==> config.mk <==
export PLATFORM = sky130hd
export DESIGN_NAME = cap_timer
export DESIGN_NICKNAME = d
export VERILOG_FILES = /design/src/cit_pkg.sv /design/src/cap_timer.sv
export SDC_FILE = /design/constraint.sdc
export NUM_CORES = 1
export LEC_CHECK = 0
export BUFFER_PORTS_ARGS = -buffer_cell sky130_fd_sc_hd__clkbuf_2
export CAP_MARGIN = 0
export CORE_UTILIZATION = 30
export CTS_CLUSTER_DIAMETER = 100
export DETAILED_ROUTE_END_ITERATION = 6
export GPL_TIMING_DRIVEN = 0
export HOLD_SLACK_MARGIN = 0.15
export PLACE_DENSITY = 0.49
export SYNTH_ARGS = -nofsm -noshare
export SYNTH_HDL_FRONTEND = slang
export SYNTH_SLANG_ARGS = --single-unit
==> constraint.sdc <==
create_clock -name mclk -period 1.8 [get_ports mclk]
set_clock_uncertainty 0.05 [all_clocks]
set_input_delay 0.27 -clock mclk [delete_from_list [all_inputs] [get_ports mclk]]
set_output_delay 0.27 -clock mclk [all_outputs]
set_load 0.01 [all_outputs]
==> src/cit_pkg.sv <==
// Purpose: Shared constants for the 8-bit capture/interval timer
// Assumes: 8-bit register port, one clock
// Notes:   Offsets are register indices on the plain port
package cit_pkg;

   localparam int DW = 8;
   localparam int AW = 3;

   // Register offsets
   localparam logic [AW-1:0] OFS_MODE = 3'h0;
   localparam logic [AW-1:0] OFS_CNT  = 3'h1;
   localparam logic [AW-1:0] OFS_FALL = 3'h2;
   localparam logic [AW-1:0] OFS_RISE = 3'h3;
   localparam logic [AW-1:0] OFS_PIN  = 3'h4;
   localparam logic [AW-1:0] OFS_IRQ  = 3'h5;

   // Mode register fields
   localparam int B_OVF_HI  = 7;
   localparam int B_OVF_LO  = 6;
   localparam int B_OVF_IEN = 5;
   localparam int B_IEDGE   = 4;
   localparam int B_CCLRH   = 3;
   localparam int B_CCLRL   = 2;
   localparam int B_CKSH    = 1;
   localparam int B_CKSL    = 0;

   // Pin function register fields
   localparam int B_PINSEL = 0;
   localparam int B_NFEN   = 1;

   // Interrupt register fields
   localparam int B_TIRQ  = 0;
   localparam int B_TIEN  = 1;

   localparam logic [DW-1:0] RST_VAL  = 8'h00;
   localparam logic [DW-1:0] CNT_MAX  = 8'hFF;

   // Clock select codes
   localparam logic [1:0] CKS_D64 = 2'h0;
   localparam logic [1:0] CKS_D32 = 2'h1;
   localparam logic [1:0] CKS_D2  = 2'h2;
   localparam logic [1:0] CKS_W2  = 2'h3;

   // Prescaler taps
   localparam int PS_W    = 6;
   localparam int TAP_D64 = 5;
   localparam int TAP_D32 = 4;
   localparam int TAP_D2  = 0;

   localparam int NF_LEN = 5;

   typedef enum logic [2:0] {
      PM_ACTIVE,
      PM_SLEEP,
      PM_WATCH,
      PM_SUBACT,
      PM_SUBSLP,
      PM_STANDBY
   } pwr_mode_t;

endpackage

==> src/cap_timer.sv <==
// Purpose: 8-bit up-counter with input capture and interval modes
// Assumes: all inputs synchronous to mclk; watch clock sampled as a level
// Notes:   register port with read data one cycle after the read strobe
//
// How it works
// - Pin select 1 gives capture timer, 0 gives interval timer.
// - Reset clears mode register, counter and both capture registers.
// - After reset the counter steps on system clock divided by 64.
// - Two-bit clock select picks one of four internal clocks.
// - Select 00 /64, 01 /32, 10 /2, 11 watch clock /2.
// - Rising capture edge loads rise register, falling edge loads fall register.
// - Capture edge matching edge select sets timer interrupt flag.
// - Edge select 0 picks rising, 1 picks falling; reset value 0.
// - Counter clears on chosen capture edges or never.
// - Clear field 00 none, 01 falling, 10 rising, 11 both.
// - Capture mode overflow sets high or low flag by signal level.
// - Overflow with overflow enable sets the timer interrupt flag.
// - Interval mode wrap FF to 00 sets the low overflow flag.
// - Filter off: capture pulses come straight from input edges.
// - Filter on: capture pulses lag input by five sampling clocks.
// - Five-stage filter updates output only when all stages agree.
// - Watch and standby halt counter; registers retain their values.
// - Sub modes run only with watch clock /2 selected.
// - Watch clock /2 is resynchronised to the system clock.
// - Counter steps on falling edge of selected clock, switching included.
// - Toggling pin select with pin high gives a false edge.
// - Changing filter or pin select mid-filter gives false edges.
// - Unselected pin presents a low capture signal.
module cap_timer (
   // Clock and reset
   input  wire logic                  mclk,
   input  wire logic                  srst,
   // Register port
   input  wire logic [cit_pkg::AW-1:0] addr,
   input  wire logic [cit_pkg::DW-1:0] wdata,
   input  wire logic                  wr_stb,
   input  wire logic                  rd_stb,
   output logic      [cit_pkg::DW-1:0] rdata_q,
   // Pins and system state
   input  wire logic                  capture_pin,
   input  wire logic                  watch_clk,
   input  wire cit_pkg::pwr_mode_t    pwr_mode,
   // Interrupt request
   output logic                       irq_q
);

   logic [cit_pkg::DW-1:0]   mode_q, mode_d;
   logic [cit_pkg::DW-1:0]   cnt_q, cnt_d;
   logic [cit_pkg::DW-1:0]   fall_q, fall_d;
   logic [cit_pkg::DW-1:0]   rise_q, rise_d;
   logic                     pinsel_q, pinsel_d;
   logic                     nfen_q, nfen_d;
   logic                     tirq_q, tirq_d;
   logic                     tien_q, tien_d;
   logic [1:0]               arm_q, arm_d;
   logic [cit_pkg::PS_W-1:0] ps_q, ps_d;
   logic                     wprev_q, wprev_d;
   logic                     wdiv_q, wdiv_d;
   logic                     selclk_q, selclk_d;
   logic [cit_pkg::NF_LEN-1:0] nf_q, nf_d;
   logic                     nfout_q, nfout_d;
   logic                     cap_q, cap_d;
   logic [cit_pkg::DW-1:0]   rdata_d;
   logic                     irq_d;

   logic [1:0] cks;
   logic       selclk;
   logic       run;
   logic       tick;
   logic       samp;
   logic       cap_in;
   logic       cap_rise;
   logic       cap_fall;
   logic       clr;
   logic       ovf;
   logic       set_h;
   logic       set_l;
   logic       wr_mode;

   function automatic logic reg_hit(input logic stb,
                                    input logic [cit_pkg::AW-1:0] a,
                                    input logic [cit_pkg::AW-1:0] ofs);
      reg_hit = stb && (a == ofs);
   endfunction

   assign cks = mode_q[cit_pkg::B_CKSH:cit_pkg::B_CKSL];
   assign wr_mode = reg_hit(wr_stb, addr, cit_pkg::OFS_MODE);

   // Clock selection, watch clock divider and timer gating
   always_comb begin
      ps_d    = ps_q + 1'b1;
      wprev_d = watch_clk;
      wdiv_d  = wdiv_q ^ (watch_clk & ~wprev_q);
      case (cks)
         cit_pkg::CKS_D64: selclk = ps_q[cit_pkg::TAP_D64];
         cit_pkg::CKS_D32: selclk = ps_q[cit_pkg::TAP_D32];
         cit_pkg::CKS_D2:  selclk = ps_q[cit_pkg::TAP_D2];
         cit_pkg::CKS_W2:  selclk = wdiv_q;
         default:          selclk = ps_q[cit_pkg::TAP_D64];
      endcase
      selclk_d = selclk;
      case (pwr_mode)
         cit_pkg::PM_ACTIVE,
         cit_pkg::PM_SLEEP:   run = 1'b1;
         cit_pkg::PM_SUBACT,
         cit_pkg::PM_SUBSLP:  run = (cks == cit_pkg::CKS_W2);
         default:             run = 1'b0;
      endcase
      tick = run && selclk_q && !selclk;
      samp = run && !selclk_q && selclk;
   end

   always_ff @(posedge mclk) begin
      if (srst) begin
         ps_q     <= '0;
         wprev_q  <= 1'b0;
         wdiv_q   <= 1'b0;
         selclk_q <= 1'b0;
      end else begin
         ps_q     <= ps_d;
         wprev_q  <= wprev_d;
         wdiv_q   <= wdiv_d;
         selclk_q <= selclk_d;
      end
   end

   // Noise filter and internal capture signal
   always_comb begin
      nf_d    = nf_q;
      nfout_d = nfout_q;
      if (samp) begin
         nf_d = {nf_q[cit_pkg::NF_LEN-2:0], capture_pin};
      end
      if (&nf_q) begin
         nfout_d = 1'b1;
      end else if (~|nf_q) begin
         nfout_d = 1'b0;
      end
      cap_in = nfen_q ? nfout_q : capture_pin;
      if (!run) begin
         cap_d = cap_q;
      end else begin
         cap_d = pinsel_q && cap_in;
      end
      cap_rise = cap_d && !cap_q;
      cap_fall = !cap_d && cap_q;
   end

   always_ff @(posedge mclk) begin
      if (srst) begin
         nf_q    <= '0;
         nfout_q <= 1'b0;
         cap_q   <= 1'b0;
      end else begin
         nf_q    <= nf_d;
         nfout_q <= nfout_d;
         cap_q   <= cap_d;
      end
   end

   // Counter, captures, flags and registers
   always_comb begin
      mode_d   = mode_q;
      cnt_d    = cnt_q;
      fall_d   = fall_q;
      rise_d   = rise_q;
      pinsel_d = pinsel_q;
      nfen_d   = nfen_q;
      tirq_d   = tirq_q;
      tien_d   = tien_q;
      arm_d    = arm_q;

      clr = (cap_rise && mode_q[cit_pkg::B_CCLRH]) ||
            (cap_fall && mode_q[cit_pkg::B_CCLRL]);
      ovf = tick && !clr && (cnt_q == cit_pkg::CNT_MAX);

      if (clr) begin
         cnt_d = cit_pkg::RST_VAL;
      end else if (tick) begin
         cnt_d = cnt_q + 1'b1;
      end
      if (cap_rise) begin
         rise_d = cnt_q;
      end
      if (cap_fall) begin
         fall_d = cnt_q;
      end

      set_h = ovf && pinsel_q && cap_q;
      set_l = ovf && !(pinsel_q && cap_q);

      if (reg_hit(wr_stb, addr, cit_pkg::OFS_MODE)) begin
         mode_d[cit_pkg::B_OVF_IEN:0] = wdata[cit_pkg::B_OVF_IEN:0];
         if (!wdata[cit_pkg::B_OVF_HI] && arm_q[1]) begin
            mode_d[cit_pkg::B_OVF_HI] = 1'b0;
         end
         if (!wdata[cit_pkg::B_OVF_LO] && arm_q[0]) begin
            mode_d[cit_pkg::B_OVF_LO] = 1'b0;
         end
         arm_d = 2'h0;
      end
      if (reg_hit(rd_stb, addr, cit_pkg::OFS_MODE)) begin
         arm_d = {mode_q[cit_pkg::B_OVF_HI], mode_q[cit_pkg::B_OVF_LO]};
      end
      if (set_h) begin
         mode_d[cit_pkg::B_OVF_HI] = 1'b1;
      end
      if (set_l) begin
         mode_d[cit_pkg::B_OVF_LO] = 1'b1;
      end

      if (reg_hit(wr_stb, addr, cit_pkg::OFS_PIN)) begin
         pinsel_d = wdata[cit_pkg::B_PINSEL];
         nfen_d   = wdata[cit_pkg::B_NFEN];
      end
      if (reg_hit(wr_stb, addr, cit_pkg::OFS_IRQ)) begin
         tien_d = wdata[cit_pkg::B_TIEN];
         if (!wdata[cit_pkg::B_TIRQ]) begin
            tirq_d = 1'b0;
         end
      end
      if ((cap_rise && !mode_q[cit_pkg::B_IEDGE]) ||
          (cap_fall && mode_q[cit_pkg::B_IEDGE])) begin
         tirq_d = 1'b1;
      end
      if ((set_h || set_l) && mode_q[cit_pkg::B_OVF_IEN]) begin
         tirq_d = 1'b1;
      end

      irq_d   = tirq_q && tien_q;
      rdata_d = '0;
      if (rd_stb) begin
         case (addr)
            cit_pkg::OFS_MODE: rdata_d = mode_q;
            cit_pkg::OFS_CNT:  rdata_d = cnt_q;
            cit_pkg::OFS_FALL: rdata_d = fall_q;
            cit_pkg::OFS_RISE: rdata_d = rise_q;
            cit_pkg::OFS_PIN: begin
               rdata_d[cit_pkg::B_PINSEL] = pinsel_q;
               rdata_d[cit_pkg::B_NFEN]   = nfen_q;
            end
            cit_pkg::OFS_IRQ: begin
               rdata_d[cit_pkg::B_TIRQ] = tirq_q;
               rdata_d[cit_pkg::B_TIEN] = tien_q;
            end
            default: rdata_d = '0;
         endcase
      end
   end

   always_ff @(posedge mclk) begin
      if (srst) begin
         mode_q   <= cit_pkg::RST_VAL;
         cnt_q    <= cit_pkg::RST_VAL;
         fall_q   <= cit_pkg::RST_VAL;
         rise_q   <= cit_pkg::RST_VAL;
         pinsel_q <= 1'b0;
         nfen_q   <= 1'b0;
         tirq_q   <= 1'b0;
         tien_q   <= 1'b0;
         arm_q    <= 2'h0;
         rdata_q  <= '0;
         irq_q    <= 1'b0;
      end else begin
         mode_q   <= mode_d;
         cnt_q    <= cnt_d;
         fall_q   <= fall_d;
         rise_q   <= rise_d;
         pinsel_q <= pinsel_d;
         nfen_q   <= nfen_d;
         tirq_q   <= tirq_d;
         tien_q   <= tien_d;
         arm_q    <= arm_d;
         rdata_q  <= rdata_d;
         irq_q    <= irq_d;
      end
   end
endmodule // cap_timer

---- Word level (Yosys, flattened, before mapping) ----
Index checks and enable logic that the tools add are counted.
operators by class
  $mul .................................... 0
  div/mod/pow operators ................... 0
  magnitude comparators ................... 0
  bitwise gates (word level) .............. 4
  mux-type cells .......................... 19
  shifts and indexed selects .............. 0
  reduce and logical (&&, ||, !) cells .... 55
  add/subtract/negate cells ............... 2
  equal/unequal tests ..................... 14
operators by type and width
  operator               number
  $logic_and A1 B1 Y1    25
  $pmux W6 S4            1
  $mux W1                12
  $pmux W2 S6            1
  $reduce_bool A2 Y1     5
  $eq A3 B2 Y1 const B   3
  $eq A3 B3 Y1 const B   3
  $logic_not A1 Y1       9
  $add A8 B1 Y8 const B  1
  $eq A8 B8 Y1 const B   1
  $mux W8                1
  $reduce_or A2 Y1       4
  $add A6 B1 Y6 const B  1
  $eq A3 B1 Y1 const B   2
  $logic_not A3 Y1       2
  $reduce_and A2 Y1      3
  $reduce_and A5 Y1      1
  $reduce_or A5 Y1       1
  $eq A2 B2 Y1 const B   2
  $mux W2                2
  $pmux W1 S4            1
  $logic_or A1 B1 Y1     3
  $ne A3 B1 Y1 const B   1
  $reduce_bool A3 Y1     1
  7 further kinds        8
word-level totals
  input bits .............................. 20
  memory bits (read-only) ................. 0
  output and inout bits ................... 9
  bits in latches ......................... 0
  bits in writable memories ............... 0
  register bits ........................... 63
  logic and storage cells ................. 114
  memories ................................ 0

---- Longest topological paths before layout ----
  depth after elaboration ................. 17
  mapped depth ............................ 6
  mapped depth without buffers ............ 5

---- Worst setup path before layout ----
Ideal clock, no wire load.
  path type ............................... register to register
  start ................................... register mode_q[0] (netlist name)
  end ..................................... register tirq_q
  data required time ...................... 1,675 ps
  path slack .............................. -153 ps
  arrival ................................. 1,829 ps
  period minus slack after synthesis ...... 1,953 ps
  cell stages (with the launch flop) ...... 6
  setup time .............................. 75 ps
  buffers on the path ..................... 0
  path through ............................ dfxtp_1 -> mux4_2 -> nor4b_4 -> nand2_2 -> nand4b_4 -> o22ai_2
between the ends
  cells in the longest elaborated chain, start to end .. 16
  elaborated cells between the ends (all ways) .. 32
  those cells by class .................... eq/ne: 4; mux: 5; reduce/logical: 23
RTL lines
  item                                                                 RTL line                           source
  from (decl)                                                          cap_timer.sv:47                    logic [cit_pkg::DW-1:0] mode_q, mode_d;
  from (signal assigned)                                               cap_timer.sv:253                   mode_q <= cit_pkg::RST_VAL;
  from (signal assigned)                                               cap_timer.sv:265                   mode_q <= mode_d;
  $eq A2 B2 Y1                                                         cap_timer.sv:94, cap_timer.sv:106
  $pmux W1 S2                                                          cap_timer.sv:102                   case (pwr_mode)
  $mux W1                                                              cap_timer.sv:140                   if (!run) begin
  $logic_not A1 Y1                                                     cap_timer.sv:146                   cap_fall = !cap_d && cap_q;
  $logic_and A1 B1 Y1                                                  cap_timer.sv:146
  $logic_and A1 B1 Y1                                                  cap_timer.sv:174                   (cap_fall && mode_q[cit_pkg::B_CCLRL]);
  $logic_or A1 B1 Y1                                                   cap_timer.sv:173                   clr = (cap_rise && mode_q[cit_pkg::B_CCLRH]) ||
  $logic_not A1 Y1                                                     cap_timer.sv:175                   ovf = tick && !clr && (cnt_q == cit_pkg::CNT_MAX);
  $logic_and A1 B1 Y1 (2 in series)                                    cap_timer.sv:175
  $logic_and A1 B1 Y1 (2 in series)                                    cap_timer.sv:189                   set_h = ovf && pinsel_q && cap_q;
  $logic_or A1 B1 Y1                                                   cap_timer.sv:226                   if ((set_h || set_l) && mode_q[cit_pkg::B_OVF_IEN]) begin
  $logic_and A1 B1 Y1                                                  cap_timer.sv:226
  $ne A3 B1 Y1 (no line) / $reduce_bool A3 Y1 (equally long branches)  --
  $reduce_and A2 Y1 (no line)                                          --
  to (signal assigned)                                                 cap_timer.sv:271                   tirq_q <= tirq_d;
  to (decl)                                                            cap_timer.sv:53                    logic tirq_q, tirq_d;
Parallel ways exist; a longest one is shown, timed or not.
A chain may end at the register's enable or synchronous reset.

---- Worst setup path after layout ----
Same ends and word-level chain as after synthesis.

==> metrics.csv <==
metric,value,unit
fin_crit_sh,106.5,%
synth_common_cells,"dfxtp_1 (63), nor2_1 (49), mux2i_1 (35), nand2_1 (22), clkbuf_1 (11)",
async_flop_share,0,%
place_ws,-0.3870,ns
drc,0,
ant_nets,0,
first_global_vias,2072,
grt_max_degree,11,
swShare,24.34,%
dp.cells,419,
clkPwrFrac,39.4,%
htreeDepth,3,
synth_top_area_share,46.24,%
synth_edf_count,0,
avgRoutedWirePerCell,14.19,um
syn_nets,305,
core_area,0.008763,mm2
intPower,1.971,mW
die_y,97.35,um
cts_buffers,9,
grt_pass1_wl,10.50,mm
vias_per_cell,4.703,
synth_top_area_cell,dfxtp_1,
dp_hpwl,4.558,mm
antennaDiodeCount,0,
synth.most_common_cell,dfxtp_1,
hold_violations,0,
finalSetupViolCount,15,
maxCapViolCount,0,
finalPower,2.605,mW
hp-class,in -> reg,
gp_congestion,0.7379,
syn_inst,283,
worst_pin_slew,0.6146,ns
start_util,31.13,%
rows,34,
ir_drop,0.2277,mV
crit_path_end_kind,flop,
fin_nets,357,
crit_fanout,8,
grt_usage,14.43,%
netlist_top_cells_area,"dfxtp_1 (46%), mux2i_1 (13%), nor2_1 (6.7%), mux4_2 (3.3%), nand2_1 (3.0%)",
cp.arrival,2.13,ns
drive_gt1_share,20.29,%
die_w,97.35,um
syn_area,0.002728,mm2
p_seq_share,54.5,%
antenna_found_initial,0,
portBuffers,28,
ioPinCount,29,
dr.first_iter.drc_count,62,
fillers,904,
timing.final.ws_setup,-0.1175,ns
grt_setup_unrepaired,true,
grt_overflow,0,
area_growth,22.06,%
yosysWarnings,0,
crit_type,reg -> reg,
total_leakage_power,1.321,nW
startpoint,mode_q[0],
fin_cells,448,
power.switching,0.6342,mW
fmax,521.5,MHz
p_per_area,782.6,mW/mm2
synth_cell_types,46,
vias,2107,
ys_seq_area_share,46.24,%
dieArea,0.009477,mm2
maxSlewViolCount,0,
power_frac_comb,6.1,%
clock_path_buffers,2,
clk_pin_slew_worst_paths,0.07,ns
outcome,"finished, violations left",
cts_sinks,63,
clk_latency,0.34,ns
first_pass_iters,4,
violations,setup timing,
place_area,0.003004,mm2
max-slew-margin-rel,58.85,%
reg2reg_from,mode_q[0],
ys_ff_latch,63,
cp-start-kind,flop,
synth_top_flop_cell,dfxtp_1,
cp.required,2.01,ns
finalWirelength,6.355,mm
cts_root_buf,clkbuf_8,
synth.avg_cell_area,9.638,um2
design_area,0.003329,mm2
cts_tree,done,
hold_start,rd_stb,
finalCriticalPeriod,1.917,ns
[state kept, by name, indices dropped and copies added (netlist names), 2 cells and up]
name,count
rdata_q,8
ps_q,6
mode_q,8
cnt_q,8
arm_q,2
nf_q,5
fall_q,8
rise_q,8
[per-layer routing]
metal,wire length [um],GRT usage [%]
met1,3267,19.45
met2,2767,21.78
met4,113,6.787
met5,0,0
met3,205,3.381
[area by class of cell]
cell class	count	area [um2]	area share (%)
multi-input combinational	203	1430	42.95
timing repair buffer	41	261.5	7.854
clock buffer	12	135.1	4.059
inverter	3	11.26	0.3382
buffer	14	67.56	2.029
clock inverter	4	22.52	0.6764
sequential	63	1266	38.03
tap	108	135.1	4.059
[per-stage QoR]
stage / utilization (%) / hold slack (ns) / setup TNS [ns]
6_report: 37.99 / 0.2144 / -0.7945
2_1_floorplan: - / 0.3482 / -0.7830
4_1_cts: 37.65 / 0.2007 / -1.023
5_1_grt: 37.99 / 0.2036 / -2.181
3_5_place_dp: 34.28 / 0.4155 / -8.901
3_3_place_gp: 34.28 / 0.4035 / -9.179
[cells in the final DEF (no fill, tap or decap), types with 9 or more instances in the layout]
cell type   n
clkbuf_8    9
and2_1     10
a21oi_1    10
clkbuf_1   14
nand2_1    21
dfxtp_1    61
clkbuf_2   28
nor2_1     49
mux2i_1    35
[worst paths after layout]
path | depth (start not counted) | end | slack [ns]
max | 6 | tirq_q | -0.12
min | 3 | arm_q[0] | 0.21
max reg2reg | 6 | tirq_q | -0.12
min reg2reg | 2 | irq_q | 0.43
[kinds of logic after synthesis]
kind of cell    Yosys count  synth area share (%)
simple gates            116                 21.79
compound gates           32                 7.799
mux                      41                 16.97
fa+ha+maj                 2                0.9173
flops                    63                 46.24
xor+xnor                 12                 3.853
buf+inv                  17                 2.431
[worst max-delay path, stage by stage (launching register included)]
cell	delay (ns)
dfxtp_4	0.36
mux4_2	0.55
nor4b_4	0.28
buf_6	0.17
nand2_4	0.05
nand4b_4	0.21
o22ai_2	0.17
[power groups by stage]
stage	Combinational (mW)	Clock, mW	Sequential [mW]
final	0.160	1.03	1.42
after global routing	0.176	1.13	1.42
after CTS	0.158	1.05	1.42
after detailed placement	0.143	0	1.45
after global placement	0.142	0	1.45
after floorplan	0.0858	0	1.45
[repair_timing]
item	CTS	global route
setup buffers	5	0
hold endpoints to repair	8	0
gates resized for setup	6	9
hold buffers	8	0
pin swaps	2	1
endpoints found under the setup margin	27	31
cloned	0	0
Power figures use the tool's default switching activity.
